**src/hw/ccf_defs.svh**
```systemverilog
// Operation
// - Asynchronous clear resets pointers and output registers without waiting for a clock.
// - Synchronous clear option reinitialises pointers and output registers at a clock edge.
// - Build-time choice of synchronous or asynchronous reset for any memory style.
// - Everything except the asynchronous clear works on the one shared clock.
// - Write request while not full stores the input word at the tail.
// - Writes while full are ignored; contents and pointers stay unchanged.
// - Read request while not empty removes the oldest word onto the output.
// - Reads while empty are ignored without corrupting contents or pointers.
// - Stored-word tally reports occupancy; a narrow tally drops low-order bits.
// - One-slot-left flag is high when exactly one more write fits.
// - High-level flag rises at or above assert level, falls below negate level.
// - High assert threshold sets rise level; high negate threshold sets fall level.
// - Build-time choice of one shared threshold or separate assert and negate thresholds.
// - Thresholds are captured while reset is active; other logic holds them stable.
// - Write-accepted flag is high for one clock after an accepted write.
// - Overflow is high for one clock after a write while full; data kept.
// - One-word-left flag is high when exactly one word remains.
// - Low-level flag rises at or below assert level, falls above negate level.
// - Low assert threshold sets rise level; low negate threshold sets clear level.
// - Valid is high for one clock after an accepted read puts a word on the output.
// - Underflow is high for one clock after a read while empty; no damage.
// - With ECC, corrected-error flag accompanies output data repaired from single-bit error.
// - With ECC, uncorrectable-error flag accompanies output data with a double-bit error.
// - With ECC, force inputs corrupt the stored word with one or two bit errors.
`ifndef CCF_DEFS_SVH
`define CCF_DEFS_SVH

// ****************************************
// Build defaults
// ****************************************
`define CCF_DEPTH 16
`define CCF_WIDTH 8
`define CCF_TALLY_W 5
`define CCF_RST_ASYNC 1'h1
`define CCF_ECC_EN 1'h1
`define CCF_SEP_THRESH 1'h1

// ****************************************
// Flag reset values
// ****************************************
`define CCF_RST_EMPTY 1'h1
`define CCF_RST_FULL 1'h0
`define CCF_RST_LOW_LVL 1'h1
`define CCF_RST_HIGH_LVL 1'h0

`endif

```
**src/hw/ccf_pkg.sv**
```systemverilog
package ccf_pkg;

   // ****************************************
   // Status flags carried as one group
   // ****************************************
   typedef struct packed {
      logic full;
      logic empty;
      logic one_slot_left_flag;
      logic one_word_left_flag;
      logic high_level_flag;
      logic low_level_flag;
      logic valid;
      logic write_accepted_flag;
      logic overflow;
      logic underflow;
      logic corrected_error_flag;
      logic uncorrectable_error_flag;
   } ccf_flags_s;

endpackage

```
**src/hw/ccf_top.sv**
```systemverilog
`timescale 1ns/1ns
`include "ccf_defs.svh"

module ccf_top
   import ccf_pkg::*;
#(
   parameter int DEPTH = `CCF_DEPTH,
   parameter int WIDTH = `CCF_WIDTH,
   parameter int TALLY_W = `CCF_TALLY_W,
   parameter bit RST_ASYNC = `CCF_RST_ASYNC,
   parameter bit ECC_EN = `CCF_ECC_EN,
   parameter bit SEP_THRESH = `CCF_SEP_THRESH,
   parameter int AW = $clog2(DEPTH),
   parameter int CW = AW + 1
) (
   input wire logic mclk,
   input wire logic rst,
   input wire logic srst,
   input wire logic ce,
   input wire logic write_request,
   input wire logic [WIDTH-1:0] write_word_in,
   input wire logic read_request,
   input wire logic force_single_error,
   input wire logic force_double_error,
   input wire logic [CW-1:0] high_assert_thresh,
   input wire logic [CW-1:0] high_negate_thresh,
   input wire logic [CW-1:0] low_assert_thresh,
   input wire logic [CW-1:0] low_negate_thresh,
   output logic [WIDTH-1:0] read_word_out,
   output ccf_flags_s status,
   output logic [TALLY_W-1:0] stored_word_tally
);

   // ****************************************
   // Types and constants
   // ****************************************
   localparam int MW = 2 * WIDTH + 2;

   typedef struct packed {
      logic [AW-1:0] wptr;
      logic [AW-1:0] rptr;
      logic [CW-1:0] cnt;
      logic [WIDTH-1:0] dout;
      ccf_flags_s flg;
   } ccf_state_s;

   typedef struct packed {
      logic [CW-1:0] hi_a;
      logic [CW-1:0] hi_n;
      logic [CW-1:0] lo_a;
      logic [CW-1:0] lo_n;
   } ccf_thr_s;

   localparam ccf_flags_s FLG_RST = '{
      full: `CCF_RST_FULL,
      empty: `CCF_RST_EMPTY,
      one_slot_left_flag: 1'h0,
      one_word_left_flag: 1'h0,
      high_level_flag: `CCF_RST_HIGH_LVL,
      low_level_flag: `CCF_RST_LOW_LVL,
      valid: 1'h0,
      write_accepted_flag: 1'h0,
      overflow: 1'h0,
      underflow: 1'h0,
      corrected_error_flag: 1'h0,
      uncorrectable_error_flag: 1'h0
   };

   localparam ccf_state_s ST_RST = '{wptr: '0, rptr: '0, cnt: '0, dout: '0, flg: FLG_RST};
   localparam logic [CW-1:0] CNT_FULL = CW'(DEPTH);
   localparam logic [CW-1:0] CNT_ONE = CW'(1);

   // ****************************************
   // Elaboration checks
   // ****************************************
   generate
      if (DEPTH < 4 || (1 << AW) != DEPTH) begin : g_bad_depth
         $error("Depth must be a power of two of at least 4");
      end
      if (WIDTH < 2) begin : g_bad_width
         $error("Word width must be at least 2");
      end
      if (TALLY_W < 1 || TALLY_W > CW) begin : g_bad_tally
         $error("Tally width must be between 1 and the count width");
      end
   endgenerate

   // ****************************************
   // Declarations
   // ****************************************
   ccf_state_s st_ff;
   ccf_state_s nxt_st;
   ccf_thr_s thr_ff;
   logic [MW-1:0] mem [DEPTH];
   logic clr;
   logic wr_ok;
   logic rd_ok;
   logic [CW-1:0] cnt_n;
   logic [CW-1:0] hi_a;
   logic [CW-1:0] hi_n;
   logic [CW-1:0] lo_a;
   logic [CW-1:0] lo_n;
   logic [WIDTH-1:0] flip;
   logic [WIDTH-1:0] enc_a;
   logic [MW-1:0] enc;
   logic [MW-1:0] rword;
   logic [WIDTH-1:0] rd_a;
   logic [WIDTH-1:0] rd_b;
   logic par_a_ok;
   logic par_b_ok;
   logic [WIDTH-1:0] dec_word;
   logic dec_single;
   logic dec_double;

   // ****************************************
   // Request qualification
   // ****************************************
   // Clear from either reset input, seen on the clock
   assign clr = rst | srst;
   // Requests are only taken when the matching flag allows
   assign wr_ok = write_request & ~st_ff.flg.full & ~clr;
   assign rd_ok = read_request & ~st_ff.flg.empty & ~clr;

   // Single shared threshold or separate assert and negate
   assign hi_a = thr_ff.hi_a;
   assign hi_n = SEP_THRESH ? thr_ff.hi_n : thr_ff.hi_a;
   assign lo_a = thr_ff.lo_a;
   assign lo_n = SEP_THRESH ? thr_ff.lo_n : thr_ff.lo_a;

   // ****************************************
   // Error code: two copies plus a parity bit each
   // ****************************************
   // Forced corruption touches copy A only
   assign flip = ECC_EN ? {{(WIDTH-2){1'h0}}, force_double_error, force_single_error | force_double_error} : '0;
   assign enc_a = write_word_in ^ flip;
   assign enc = {^write_word_in, ^write_word_in, write_word_in, enc_a};

   // Decode the word at the head of the queue
   assign rword = mem[st_ff.rptr];
   assign rd_a = rword[WIDTH-1:0];
   assign rd_b = rword[2*WIDTH-1:WIDTH];
   assign par_a_ok = (^rd_a) == rword[2*WIDTH];
   assign par_b_ok = (^rd_b) == rword[2*WIDTH+1];

   // Pick the trustworthy copy and classify the damage
   always_comb begin
      dec_word = rd_a;
      dec_single = 1'h0;
      dec_double = 1'h0;
      if (ECC_EN) begin
         if (rd_a == rd_b) begin
            if (par_a_ok != par_b_ok) begin
               dec_single = 1'h1;
            end else if (!par_a_ok) begin
               dec_double = 1'h1;
            end
         end else if (!par_a_ok && par_b_ok) begin
            dec_word = rd_b;
            dec_single = 1'h1;
         end else if (par_a_ok && !par_b_ok) begin
            dec_single = 1'h1;
         end else begin
            dec_double = 1'h1;
         end
      end
   end

   // ****************************************
   // Next-state logic
   // ****************************************
   // Pointers, count, output word and flags
   always_comb begin
      nxt_st = st_ff;
      // Both operations in one edge leave the count alone
      cnt_n = st_ff.cnt + CW'(wr_ok) - CW'(rd_ok);
      if (wr_ok) begin
         nxt_st.wptr = st_ff.wptr + AW'(1);
      end
      nxt_st.flg.valid = rd_ok;
      nxt_st.flg.corrected_error_flag = rd_ok & dec_single;
      nxt_st.flg.uncorrectable_error_flag = rd_ok & dec_double;
      if (rd_ok) begin
         nxt_st.rptr = st_ff.rptr + AW'(1);
         nxt_st.dout = dec_word;
      end
      nxt_st.cnt = cnt_n;
      nxt_st.flg.full = cnt_n == CNT_FULL;
      nxt_st.flg.empty = cnt_n == '0;
      nxt_st.flg.one_slot_left_flag = cnt_n == CNT_FULL - CNT_ONE;
      nxt_st.flg.one_word_left_flag = cnt_n == CNT_ONE;
      // High level with hysteresis
      if (cnt_n >= hi_a) begin
         nxt_st.flg.high_level_flag = 1'h1;
      end else if (cnt_n < hi_n) begin
         nxt_st.flg.high_level_flag = 1'h0;
      end
      // Low level with hysteresis
      if (cnt_n <= lo_a) begin
         nxt_st.flg.low_level_flag = 1'h1;
      end else if (cnt_n > lo_n) begin
         nxt_st.flg.low_level_flag = 1'h0;
      end
      // One-cycle reports on the previous request
      nxt_st.flg.write_accepted_flag = wr_ok;
      nxt_st.flg.overflow = write_request & st_ff.flg.full & ~clr;
      nxt_st.flg.underflow = read_request & st_ff.flg.empty & ~clr;
      if (clr) begin
         nxt_st = ST_RST;
      end
   end

   // ****************************************
   // State registers
   // ****************************************
   generate
      if (RST_ASYNC) begin : g_async
         // rst acts at once, independent of the clock; srst still waits for a clock edge
         always_ff @(posedge mclk or posedge rst) begin
            if (rst) begin
               st_ff <= ST_RST;
            end else if (ce) begin
               st_ff <= nxt_st;
            end
         end
      end else begin : g_sync
         // Clear is taken only at a clock edge
         always_ff @(posedge mclk) begin
            if (ce) begin
               st_ff <= nxt_st;
            end
         end
      end
   endgenerate

   // Thresholds are loaded while any reset is held
   always_ff @(posedge mclk) begin
      if (ce && clr) begin
         thr_ff <= '{hi_a: high_assert_thresh, hi_n: high_negate_thresh,
                     lo_a: low_assert_thresh, lo_n: low_negate_thresh};
      end
   end

   // Storage array, written at the tail
   always_ff @(posedge mclk) begin
      if (ce && wr_ok) begin
         mem[st_ff.wptr] <= enc;
      end
   end

   // ****************************************
   // Outputs
   // ****************************************
   assign read_word_out = st_ff.dout;
   assign status = st_ff.flg;
   // Narrow tally keeps the high-order bits
   assign stored_word_tally = st_ff.cnt[CW-1 -: TALLY_W];

   // ****************************************
   // Assertions
   // ****************************************
   a_full_holds: assert property (@(posedge mclk) disable iff (clr)
      (ce && st_ff.flg.full && !read_request) |=> (st_ff.wptr == $past(st_ff.wptr) && st_ff.flg.full))
      else $error("Write while full moved the tail");

   a_empty_holds: assert property (@(posedge mclk) disable iff (clr)
      (ce && st_ff.flg.empty) |=> (st_ff.rptr == $past(st_ff.rptr) && !st_ff.flg.valid))
      else $error("Read while empty moved the head");

   a_write_ack: assert property (@(posedge mclk) disable iff (clr)
      (ce && write_request && !st_ff.flg.full) |=> (st_ff.flg.write_accepted_flag && !st_ff.flg.overflow))
      else $error("Accepted write not acknowledged");

   a_overflow_pulse: assert property (@(posedge mclk) disable iff (clr)
      (ce && write_request && st_ff.flg.full) |=> (st_ff.flg.overflow && !st_ff.flg.write_accepted_flag))
      else $error("Rejected write gave no overflow");

   a_underflow_pulse: assert property (@(posedge mclk) disable iff (clr)
      (ce && read_request && st_ff.flg.empty) |=> (st_ff.flg.underflow && !st_ff.flg.valid))
      else $error("Rejected read gave no underflow");

   a_read_valid: assert property (@(posedge mclk) disable iff (clr)
      (ce && read_request && !st_ff.flg.empty) |=> (st_ff.flg.valid && st_ff.rptr == $past(st_ff.rptr) + AW'(1)))
      else $error("Accepted read gave no valid word");

   a_count_steady: assert property (@(posedge mclk) disable iff (clr)
      (ce && write_request && read_request && !st_ff.flg.full && !st_ff.flg.empty)
      |=> (st_ff.cnt == $past(st_ff.cnt)))
      else $error("Count changed on simultaneous read and write");

   a_one_slot: assert property (@(posedge mclk) disable iff (clr)
      st_ff.flg.one_slot_left_flag == (st_ff.cnt == CNT_FULL - CNT_ONE))
      else $error("One-slot flag disagrees with count");

   a_one_word: assert property (@(posedge mclk) disable iff (clr)
      st_ff.flg.one_word_left_flag == (st_ff.cnt == CNT_ONE && !st_ff.flg.empty))
      else $error("One-word flag disagrees with count");

   a_high_level: assert property (@(posedge mclk) disable iff (clr)
      ((st_ff.cnt >= hi_a) |-> st_ff.flg.high_level_flag) and ((st_ff.cnt < hi_n) |-> !st_ff.flg.high_level_flag))
      else $error("High-level flag wrong for count");

   a_low_level: assert property (@(posedge mclk) disable iff (clr)
      ((st_ff.cnt <= lo_a) |-> st_ff.flg.low_level_flag) and ((st_ff.cnt > lo_n) |-> !st_ff.flg.low_level_flag))
      else $error("Low-level flag wrong for count");

   a_ecc_flags: assert property (@(posedge mclk) disable iff (clr)
      (st_ff.flg.corrected_error_flag || st_ff.flg.uncorrectable_error_flag)
      |-> (st_ff.flg.valid && !(st_ff.flg.corrected_error_flag && st_ff.flg.uncorrectable_error_flag)))
      else $error("Error flag without a read word");

endmodule

```
**config.mk**
```make
export PLATFORM = sky130hd
export DESIGN_NAME = ccf_top
export DESIGN_NICKNAME = d
export VERILOG_FILES = /design/src/hw/ccf_pkg.sv /design/src/hw/ccf_top.sv
export VERILOG_INCLUDE_DIRS = /design/src /design/src/hw
export SDC_FILE = /design/constraint.sdc
export NUM_CORES = 1
export LEC_CHECK = 0
export CAP_MARGIN = 10
export CELL_PAD_IN_SITES_DETAIL_PLACEMENT = 0
export CELL_PAD_IN_SITES_GLOBAL_PLACEMENT = 1
export CORE_ASPECT_RATIO = 0.7
export CORE_UTILIZATION = 50
export CTS_BUF_LIST = sky130_fd_sc_hd__clkbuf_4 sky130_fd_sc_hd__clkbuf_8
export CTS_CLUSTER_SIZE = 30
export DETAILED_ROUTE_END_ITERATION = 10
export DONT_BUFFER_PORTS = 1
export PLACE_DENSITY = 0.83
export RECOVER_POWER = 100
export SETUP_SLACK_MARGIN = 0.5
export SYNTH_ARGS = -nofsm -noshare
export SYNTH_HDL_FRONTEND = slang
export SYNTH_SLANG_ARGS = --single-unit
```
**constraint.sdc**
```tcl
create_clock -name mclk -period 9.9 [get_ports mclk]
set_input_delay 1.485 -clock mclk [delete_from_list [all_inputs] [get_ports mclk]]
set_output_delay 1.485 -clock mclk [all_outputs]
set_load 0.005 [all_outputs]
```
==> results of run 1 <==
-- where the power goes --
| group | switching, mW | internal, mW | total (mW) |
|---|---|---|---|
| Combinational | 0.0628 | 0.0406 | 0.103 |
| Sequential | 0.00640 | 1.07 | 1.08 |
| Clock | 0.355 | 0.444 | 0.799 |
-- layer usage --
metal / vias to the layer above / wire length, um
li1: 2276 / -
met1: 2595 / 9080
met2: 157 / 8990
met3: 23 / 1370
met4: 0 / 253
met5: - / 0
-- kinds of logic (layout without fill, tap and decap cells) --
| group | after synthesis | in the layout | share of synthesized area (%) |
|---|---|---|---|
| flops | 229 | 229 | 68.0 |
| simple gates | 89 | 89 | 4.23 |
| buf+inv | 82 | 121 | 4.43 |
| compound gates | 79 | 79 | 5.44 |
| mux | 54 | 54 | 11.1 |
| fa+ha+maj | 32 | 32 | 4.13 |
| xor+xnor | 28 | 28 | 2.71 |
-- registers in the layout, indices dropped and copies added, names as in the netlist --
name and count:
hi_n 5, hi_a 5, mem 176, st_ff 8, stored_word_tally 5, lo_a 5, read_word_out 8, status 12
lo_n 5
-- placed cells by master (no fill, tap or decap), types with 11 or more instances in the layout --
cell type / synthesis / final
edfxtp_1: 196 / 196
mux4_2: 44 / 44
clkbuf_8: 0 / 37
inv_1: 34 / 34
ha_1: 31 / 31
dfrtp_1: 31 / 30
nand2_1: 26 / 26
o21ai_0: 24 / 24
nor2_1: 22 / 22
clkbuf_1: 12 / 19
xnor2_1: 15 / 16
a22oi_1: 12 / 12
nand3_1: 11 / 11
clkbuf_4: 0 / 11
-- per-stage QoR --
step | hold slack (ns) | setup WS [ns] | total power, mW | area (um2) | util [%]
6_report | 0.518 | 3.67 | 1.98 | 10700 | 56.0
5_1_grt | 0.537 | 2.86 | 2.06 | 10700 | 56.0
4_1_cts | 0.521 | 5.42 | 2.00 | 10800 | 56.4
3_5_place_dp | 0.505 | 4.89 | 1.20 | 10100 | 52.6
3_3_place_gp | 0.492 | 5.02 | 1.20 | 10100 | 52.6
2_1_floorplan | 0.448 | 5.45 | 1.18 | 9880 | -
-- cell type report --
class	count	area [um2]	area share, %
Clock inverter	17	133	1.24
Clock buffer	48	592	5.53
Timing Repair Buffer	22	93.8	0.876
Multi-Input combinational cell	282	2720	25.4
Sequential cell	229	6720	62.7
Tap cell	264	330	3.08
Inverter	34	128	1.19
-- worst reg2reg max path: stages (launching register included) --
cell and delay (ns):
dfrtp_2 0.34, clkbuf_1 2.70, mux4_2 0.80, nor2b_1 0.15, a211oi_1 0.31, a21oi_1 0.19
xnor2_1 0.24, xnor2_1 0.37, xnor2_1 0.17, ha_1 0.29, mux2i_1 0.14, nand2_1 0.08
o21ai_0 0.10, a22o_1 0.26
-- worst paths after layout --
path                           start               end  slack [ns]  cells after the start
max in group asynchronous        rst         st_ff[25]        7.19                      2
hold reg to reg            status[1]         status[1]        0.52                      1
min in group asynchronous        rst        status[11]        1.50                      2
setup reg to reg           st_ff[25]  read_word_out[0]        3.67                     13
hold / removal             status[1]         status[1]        0.52                      1
setup / recovery           st_ff[25]  read_word_out[0]        3.67                     13
==> flow_summary.ini, run 1 <==
[place]
portBuffers = 0
place_hpwl_um = 12600
gp_congestion = 0.804
dp_cells = 831

[sta]
maxSlewViolCount = 83
setup_viol = 0
timing.final.crit_period_ns = 6.23
rsz0062_at_grt = false
finalHoldViolations = 0
tns_ns = 0
post-route-period-util_pct = 63.0
fin_skew_ns = 0.0157
worstMarginPinSlew_ns = 3.88
fmax_mhz = 160
slew_headroom_pct = -158

[power_and_ir_drop]
leakagePower_nw = 3.72
p_per_area_nw_per_um2 = 185
ir_drop_mv = 0.0790

[worst_setup_path]
crit_path_start_kind = flip-flop
crit_path_top_delay_cell = clkbuf_1
crit_buf_inv = 1
end_kind = flip-flop
cp_cell_sequence = clkbuf_1 > mux4_2 > nor2b_1 > a211oi_1 > a21oi_1 > xnor2_1 > xnor2_1 > xnor2_1 > ha_1 > mux2i_1 > nand2_1 > o21ai_0 > a22o_1
path_max_fanout = 48
cpLargestDelayFamily = buffers and inverters
slowest_delay_ns = 2.70
cp.arrival_ns = 6.64
required_ns = 10.31
cp_common_cell = xnor2_1
crit_type = reg -> reg

[clock_tree]
clockBufferDepth = 3
cts.root.buffer_cell = clkbuf_8
numClockSinks = 229
clock_latency_ns = 0.52
cts_setup_buffers = 0
clk_transition_reported_paths_ns = 0.06
cts_tree = done
ctsResizeCount = 0
ctsHoldBuffers = 0
ctsHtreeMaxLevel = 2
cts_made_buffers = 36

[cells_and_area]
syn_to_final_growth_pct = 8.43
diodes = 0
instances_no_fill = 896
layout-drive-gt1-share_pct = 17.7
nFillCells = 1501
finalNetCount = 673

[grt]
grt_util_met1_pct = 30.7
grt_use_met2_pct = 30.3
grt_pass1_vias = 5140
grt_pass1_wl_um = 30200
grt_max_degree = 49
antenna_found_initial = 0
busiest_layer = met1
gr-usage-all-layers_pct = 20.4
grtUsageMet3_pct = 4.12
grt-ovfl-total = 0

[run_status]
status = finished, violations left
violations = capacitance limit, slew limit

[synth]
synth-seq-area-share_pct = 68.0
synth_top_area_share_pct = 59.6
synth_cells = 593
netlist-cell-type-count = 43
synth_seq_cells = 229
yosys_warnings = 0
ys_top_cells_by_count = edfxtp_1, mux4_2, inv_1
synth_edf_count = 196
synth-main-ff-cell = edfxtp_1
synth_area_leader_cell = edfxtp_1
synth.avg_cell_area_um2 = 16.7
synth_area_um2 = 9880
synth.most_common_cell = edfxtp_1
synth-async-reset-ratio_pct = 14.4
syn-num-nets = 661
netlist_top_cells_area = edfxtp_1, mux4_2, dfrtp_1

[floorplanning]
row_count = 42
ios = 61
chipHeight_um = 120
start_util_pct = 51.6
die_width_um = 170
core_um2 = 19100
die-area_um2 = 20300

[detailed_routing]
first_iter_violations = 480
ant_nets = 0
drc_errors = 0
wl_per_cell_um = 22.0
vias = 5051
viasPerCell = 5.64
wirelength_um = 19700
drt-pass1-iter-count = 5

[min_path]
hold_class = reg -> reg

[flow_run]
cap_violations = 2
Power figures use the tool's default switching activity.
==> inputs of run 2 (changes only) <==
--- a/config.mk
+++ b/config.mk
@@ -15,7 +15,7 @@
 export CTS_CLUSTER_SIZE = 30
 export DETAILED_ROUTE_END_ITERATION = 10
 export DONT_BUFFER_PORTS = 1
-export PLACE_DENSITY = 0.83
+export PLACE_DENSITY = 0.86
 export RECOVER_POWER = 100
 export SETUP_SLACK_MARGIN = 0.5
 export SYNTH_ARGS = -nofsm -noshare
==> constraint.sdc (replaced) <==
create_clock -name mclk -period 5.3 [get_ports mclk]
set_input_delay 0.795 -clock mclk [delete_from_list [all_inputs] [get_ports mclk]]
set_output_delay 0.795 -clock mclk [all_outputs]
set_load 0.005 [all_outputs]
==> run 2 against run 1 <==
The flow still finishes with violations (capacitance limit, slew limit); final cell count is 0.67% higher; setup slack worse by 2.8 ns; critical path depth stayed put; die area stayed put; routed wire length is 0.31% higher; flip-flop and latch count stayed put; largest power group unchanged.
==> flow_summary.ini, run 2 (synthesis results as in run 1) <==
[sta]
worstMarginPinSlew_ns = 1.93
whs_ns = 0.367
maxSlewViolCount = 34
timing.final.crit_period_ns = 4.40
rsz0062_at_grt = false
finalHoldViolations = 0
fin_skew_ns = 0.0284
post-route-period-util_pct = 83.0
fmax_mhz = 227
setup_viol = 0
tns_ns = 0
slew_headroom_pct = -28.5

[cells_and_area]
finalNetCount = 679
final_cell_mix = edfxtp_1, mux4_2, clkbuf_8
layout_commonest_cell = edfxtp_1
diodes = 0
layout-drive-gt1-share_pct = 18.0
largest-register = mem
stdcell_area_um2 = 10700
syn_to_final_growth_pct = 8.60
final_core_util_pct = 56.1
nFillCells = 1493
largest_register_ff_count = 176

[run_status]
violations = capacitance limit, slew limit
status = finished, violations left

[clock_tree]
cts.root.buffer_cell = clkbuf_8
clock_latency_ns = 0.52
cts_tree = done
ctsResizeCount = 0
cts_made_buffers = 37
clk_transition_reported_paths_ns = 0.06
cts_setup_buffers = 0
ctsHoldBuffers = 0
clockBufferDepth = 3
ctsHtreeMaxLevel = 2
numClockSinks = 229

[worst_setup_path]
r2r_end = read_word_out[0]
crit_path_start_kind = flip-flop
end_kind = flip-flop
required_ns = 5.71
slowest_delay_ns = 1.23
critical_path.endpoint = read_word_out[0]
cpLargestDelayFamily = flip-flops
r2r_cells = 13
reg2reg_from = st_ff[25]
rrSetupSlack_ns = 0.90
path_max_fanout = 21
path_depth = 13
crit_type = reg -> reg
cp_cell_sequence = buf_4 > mux4_2 > a22o_1 > a221oi_2 > xnor2_1 > xnor2_2 > xnor2_2 > xnor2_1 > ha_1 > mux2i_1 > nand2_1 > o21ai_0 > a22o_1
startpoint = st_ff[25]
crit_path_top_delay_cell = dfrtp_1
cp.arrival_ns = 4.81
crit_buf_inv = 1

[floorplanning]
core_um2 = 19100
start_util_pct = 51.6
chipHeight_um = 120
die_width_um = 170
ios = 61
row_count = 42
die-area_um2 = 20300

[detailed_routing]
wl_per_cell_um = 21.9
wirelength_um = 19800
first_iter_violations = 557
ant_nets = 0
viasPerCell = 5.62
vias = 5066
drt-pass1-iter-count = 5
drc_errors = 0

[grt]
grt_max_degree = 34
grt_use_met2_pct = 30.1
grt_pass1_vias = 5180
antenna_found_initial = 0
grt-ovfl-total = 0
gr-usage-all-layers_pct = 20.5
grt_pass1_wl_um = 30300
grtUsageMet3_pct = 5.15
busiest_layer = met1
grt_util_met1_pct = 30.2

[power_and_ir_drop]
netSwitchingFraction_pct = 21.6
p_int_mw = 2.87
leakagePower_nw = 3.74
seqPwrFrac_pct = 55.2
netSwitchingPower_uw = 788
p_per_area_nw_per_um2 = 341
clockPowerShare_pct = 39.4
ir_drop_mv = 0.137
pwr-share-comb_pct = 5.3

[min_path]
hold_class = in -> reg

[place]
gp_congestion = 0.852
place_hpwl_um = 12600
dpl-instance-area_um2 = 10100
portBuffers = 0

[flow_run]
cap_violations = 1
[run 2: cell types whose count changed in the layout (fill, tap and decap cells not counted), moves of 2 or more]
cell       delta
buf_4         +4
clkbuf_4      +4
clkinv_2      -4
bufinv_16     -2
clkbuf_8      +2
clkinv_1      +2
[run 2: final cells by class]
| type | instances | area (um2) | area share, % |
|---|---|---|---|
| Sequential cell | 229 | 6710 | 62.6 |
| Clock buffer | 54 | 649 | 6.05 |
| Inverter | 34 | 128 | 1.19 |
| Timing Repair Buffer | 27 | 128 | 1.19 |
| Multi-Input combinational cell | 282 | 2720 | 25.4 |
| Clock inverter | 12 | 52.6 | 0.490 |
| Tap cell | 264 | 330 | 3.08 |
[run 2: layer usage]
layer	up-vias	wire length (um)
met2	197	8850
met1	2563	9020
met5	-	0
met3	22	1590
met4	0	289
li1	2284	-
[run 2: how the worst min path moves through the flow]
stage | startpoint | endpoint | depth (start not counted)
after floorplan | status[9] | status[9] | 2
after global placement | status[5] | status[5] | 1
after detailed placement | status[5] | status[5] | 1
after CTS | rst | status[7] | 2
after global routing | low_negate_thresh[3] | lo_n[3] | 0
final | low_negate_thresh[3] | lo_n[3] | 0
[run 2: power by group through the flow]
| stage | Clock [mW] | Combinational, mW | Sequential [mW] |
|---|---|---|---|
| 6_report | 1.44 | 0.194 | 2.02 |
| 3_5_place_dp | 0 | 0.196 | 2.06 |
| 2_1_floorplan | 0 | 0.160 | 2.05 |
| 4_1_cts | 1.48 | 0.197 | 2.02 |
| 3_3_place_gp | 0 | 0.186 | 2.06 |
| 5_1_grt | 1.55 | 0.219 | 2.02 |
[run 2: worst register-to-register path: stages, from the launching register on]
cell and delay [ns]:
dfrtp_1 1.23, buf_4 0.48, mux4_2 0.55, a22o_1 0.25, a221oi_2 0.21, xnor2_1 0.20, xnor2_2 0.12, xnor2_2 0.26
xnor2_1 0.19, ha_1 0.28, mux2i_1 0.09, nand2_1 0.08, o21ai_0 0.09, a22o_1 0.25
[run 2: metrics by stage]
step / total power, mW / setup slack, ns / cells
3_5_place_dp: 2.25 / 1.32 / 835
2_1_floorplan: 2.21 / 1.54 / 593
4_1_cts: 3.69 / 1.31 / 901
5_1_grt: 3.79 / 0.559 / 902
6_report: 3.66 / 0.902 / 902
3_3_place_gp: 2.24 / 1.36 / 835
==> inputs of run 3 (changes only) <==
--- a/config.mk
+++ b/config.mk
@@ -15,7 +15,7 @@
 export CTS_CLUSTER_SIZE = 30
 export DETAILED_ROUTE_END_ITERATION = 10
 export DONT_BUFFER_PORTS = 1
-export PLACE_DENSITY = 0.86
+export PLACE_DENSITY = 0.83
 export RECOVER_POWER = 100
 export SETUP_SLACK_MARGIN = 0.5
 export SYNTH_ARGS = -nofsm -noshare
==> constraint.sdc (replaced) <==
create_clock -name mclk -period 4.3 [get_ports mclk]
set_input_delay 0.645 -clock mclk [delete_from_list [all_inputs] [get_ports mclk]]
set_output_delay 0.645 -clock mclk [all_outputs]
set_load 0.005 [all_outputs]
==> run 3 against run 2 <==
Largest cell class unchanged; maximum frequency is 19% higher; via count is 2.2% higher; total power is 22% higher; combinational power is 26% higher; non-clock buffer count is 9 higher; final area is 0.22% higher; clock skew is 0.013 ns lower; global-route usage is 0.59 points higher; the run still ends with capacitance limit, slew limit left; flip-flop and latch count stayed put.
==> flow_summary.ini, run 3 (synthesis results as in run 1) <==
[sta]
fin_skew_ns = 0.0151
whs_ns = 0.222
tns_ns = 0
worstMarginPinSlew_ns = 1.88
post-route-period-util_pct = 86.1
finalHoldViolations = 0
fin_ws_ns = 0.598
fmax_mhz = 270
maxSlewViolCount = 34
rsz0062_at_grt = false
setup_viol = 0
timing.final.crit_period_ns = 3.70
slew_headroom_pct = -25.4

[worst_setup_path]
reg2reg_from = st_ff[25]
cp.arrival_ns = 4.11
crit_path_start_kind = flip-flop
path_depth = 13
crit_path_top_delay_cell = dfrtp_1
critical_path.endpoint = read_word_out[0]
cpLargestDelayFamily = XOR/XNOR gates
crit_buf_inv = 1
startpoint = st_ff[25]
end_kind = flip-flop
cp_common_cell = xnor2_1
r2r_cells = 13
cp_cell_sequence = buf_12 > mux4_2 > a22oi_1 > nand2_1 > xor2_1 > xnor2_1 > xnor2_1 > xnor2_1 > ha_1 > mux2i_1 > nand2_1 > o21ai_0 > a22o_1
required_ns = 4.70
crit_type = reg -> reg
slowest_delay_ns = 0.64
path_max_fanout = 9
r2r_end = read_word_out[0]
rrSetupSlack_ns = 0.60

[cells_and_area]
stdcell_area_um2 = 10700
layout-drive-gt1-share_pct = 17.9
largest_register_ff_count = 176
instances_no_fill = 907
diodes = 0
layout_commonest_cell = edfxtp_1
largest-register = mem
nFillCells = 1510
finalNetCount = 685
final_cell_mix = edfxtp_1, mux4_2, clkbuf_8
syn_to_final_growth_pct = 8.84
final_core_util_pct = 56.2

[detailed_routing]
first_iter_violations = 470
viasPerCell = 5.71
ant_nets = 0
vias = 5175
wl_per_cell_um = 22.6
drc_errors = 0
wirelength_um = 20500
drt-pass1-iter-count = 5

[place]
dp_cells = 840
portBuffers = 0
place_ws_ns = 0.629
dpl-instance-area_um2 = 10100
gp_congestion = 0.866
place_hpwl_um = 13300

[grt]
grt-ovfl-total = 0
antenna_found_initial = 0
grt_max_degree = 37
grt_pass1_vias = 5291
grt_pass1_wl_um = 31100
gr-usage-all-layers_pct = 21.1

[floorplanning]
die_width_um = 170
ios = 61
start_util_pct = 51.6
row_count = 42
chipHeight_um = 120
core_um2 = 19100
die-area_um2 = 20300

[clock_tree]
clockBufferDepth = 3
clk_transition_reported_paths_ns = 0.07
ctsHtreeMaxLevel = 2
cts_tree = done
clock_latency_ns = 0.52
cts_made_buffers = 34
numClockSinks = 229
ctsHoldBuffers = 0
cts.root.buffer_cell = clkbuf_8

[min_path]
hold_start = write_word_in[0]
hold_class = in -> reg

[power_and_ir_drop]
netSwitchingFraction_pct = 21.8
clockPowerShare_pct = 38.5
ir_drop_mv = 0.195
p_int_mw = 3.47
leakagePower_nw = 3.76
finalPower_mw = 4.44
seqPwrFrac_pct = 56.0
p_per_area_nw_per_um2 = 413
netSwitchingPower_uw = 970
pwr-share-comb_pct = 5.5

[flow_run]
cap_violations = 1

[run_status]
violations = capacitance limit, slew limit
status = finished, violations left
## run 3: changes by cell type in the layout (fill, tap and decap cells not counted), sizes merged
| cell | before | now |
|---|---|---|
| buf | 7 | 14 |
| clkinvlp | 1 | 0 |
| inv | 34 | 36 |
| clkinv | 11 | 13 |
| clkbuf | 74 | 69 |
## run 3: cell type report
| class | count | area [um2] | share of cell area (%) |
|---|---|---|---|
| clock buffer | 47 | 597 | 5.55 |
| inverter | 34 | 128 | 1.19 |
| tap | 264 | 330 | 3.07 |
| multi-input combinational | 282 | 2710 | 25.2 |
| sequential | 229 | 6710 | 62.5 |
| clock inverter | 15 | 71.3 | 0.663 |
| timing repair buffer | 36 | 200 | 1.86 |
## run 3: power groups by stage
stage          logic [mW]  clock network (mW)  registers, mW
2_1_floorplan       0.197                   0           2.52
3_3_place_gp        0.236                   0           2.53
3_5_place_dp        0.246                   0           2.53
4_1_cts             0.248                1.74           2.49
5_1_grt             0.275                1.83           2.49
6_report            0.245                1.71           2.49
## run 3: worst reg2reg max path, stage by stage (launching register included)
cell,delay [ns]
dfrtp_1,0.64
buf_12,0.21
mux4_2,0.51
a22oi_1,0.25
nand2_1,0.23
xor2_1,0.23
xnor2_1,0.14
xnor2_1,0.38
xnor2_1,0.18
ha_1,0.28
mux2i_1,0.14
nand2_1,0.10
o21ai_0,0.08
a22o_1,0.23
## run 3: worst min path at each step
stage / end / slack [ns] / cells past startpoint
finish: mem[6][8] / 0.22 / 0
global route: mem[13][9] / 0.20 / 0
CTS: st_ff[25] / 0.12 / 2
detailed placement: status[5] / 0.51 / 1
global placement: status[5] / 0.50 / 1
floorplan: status[9] / 0.45 / 2
## run 3: what timing repair did
action / in CTS / in global routing
buffers inserted: 0 / 4
gates resized for setup: 0 / 1
setup endpoints to repair: 0 / 1
## run 3: routing by layer
| layer | vias up | wire length [um] | track usage [%] | share of wire, % |
|---|---|---|---|---|
| met5 | - | 46 | 2.05 | 0.22 |
| met4 | 2 | 397 | 6.02 | 1.9 |
| met3 | 41 | 2320 | 5.77 | 11 |
| met2 | 252 | 8870 | 30.2 | 43 |
| met1 | 2580 | 8850 | 31.4 | 43 |
| li1 | 2300 | - | - | - |
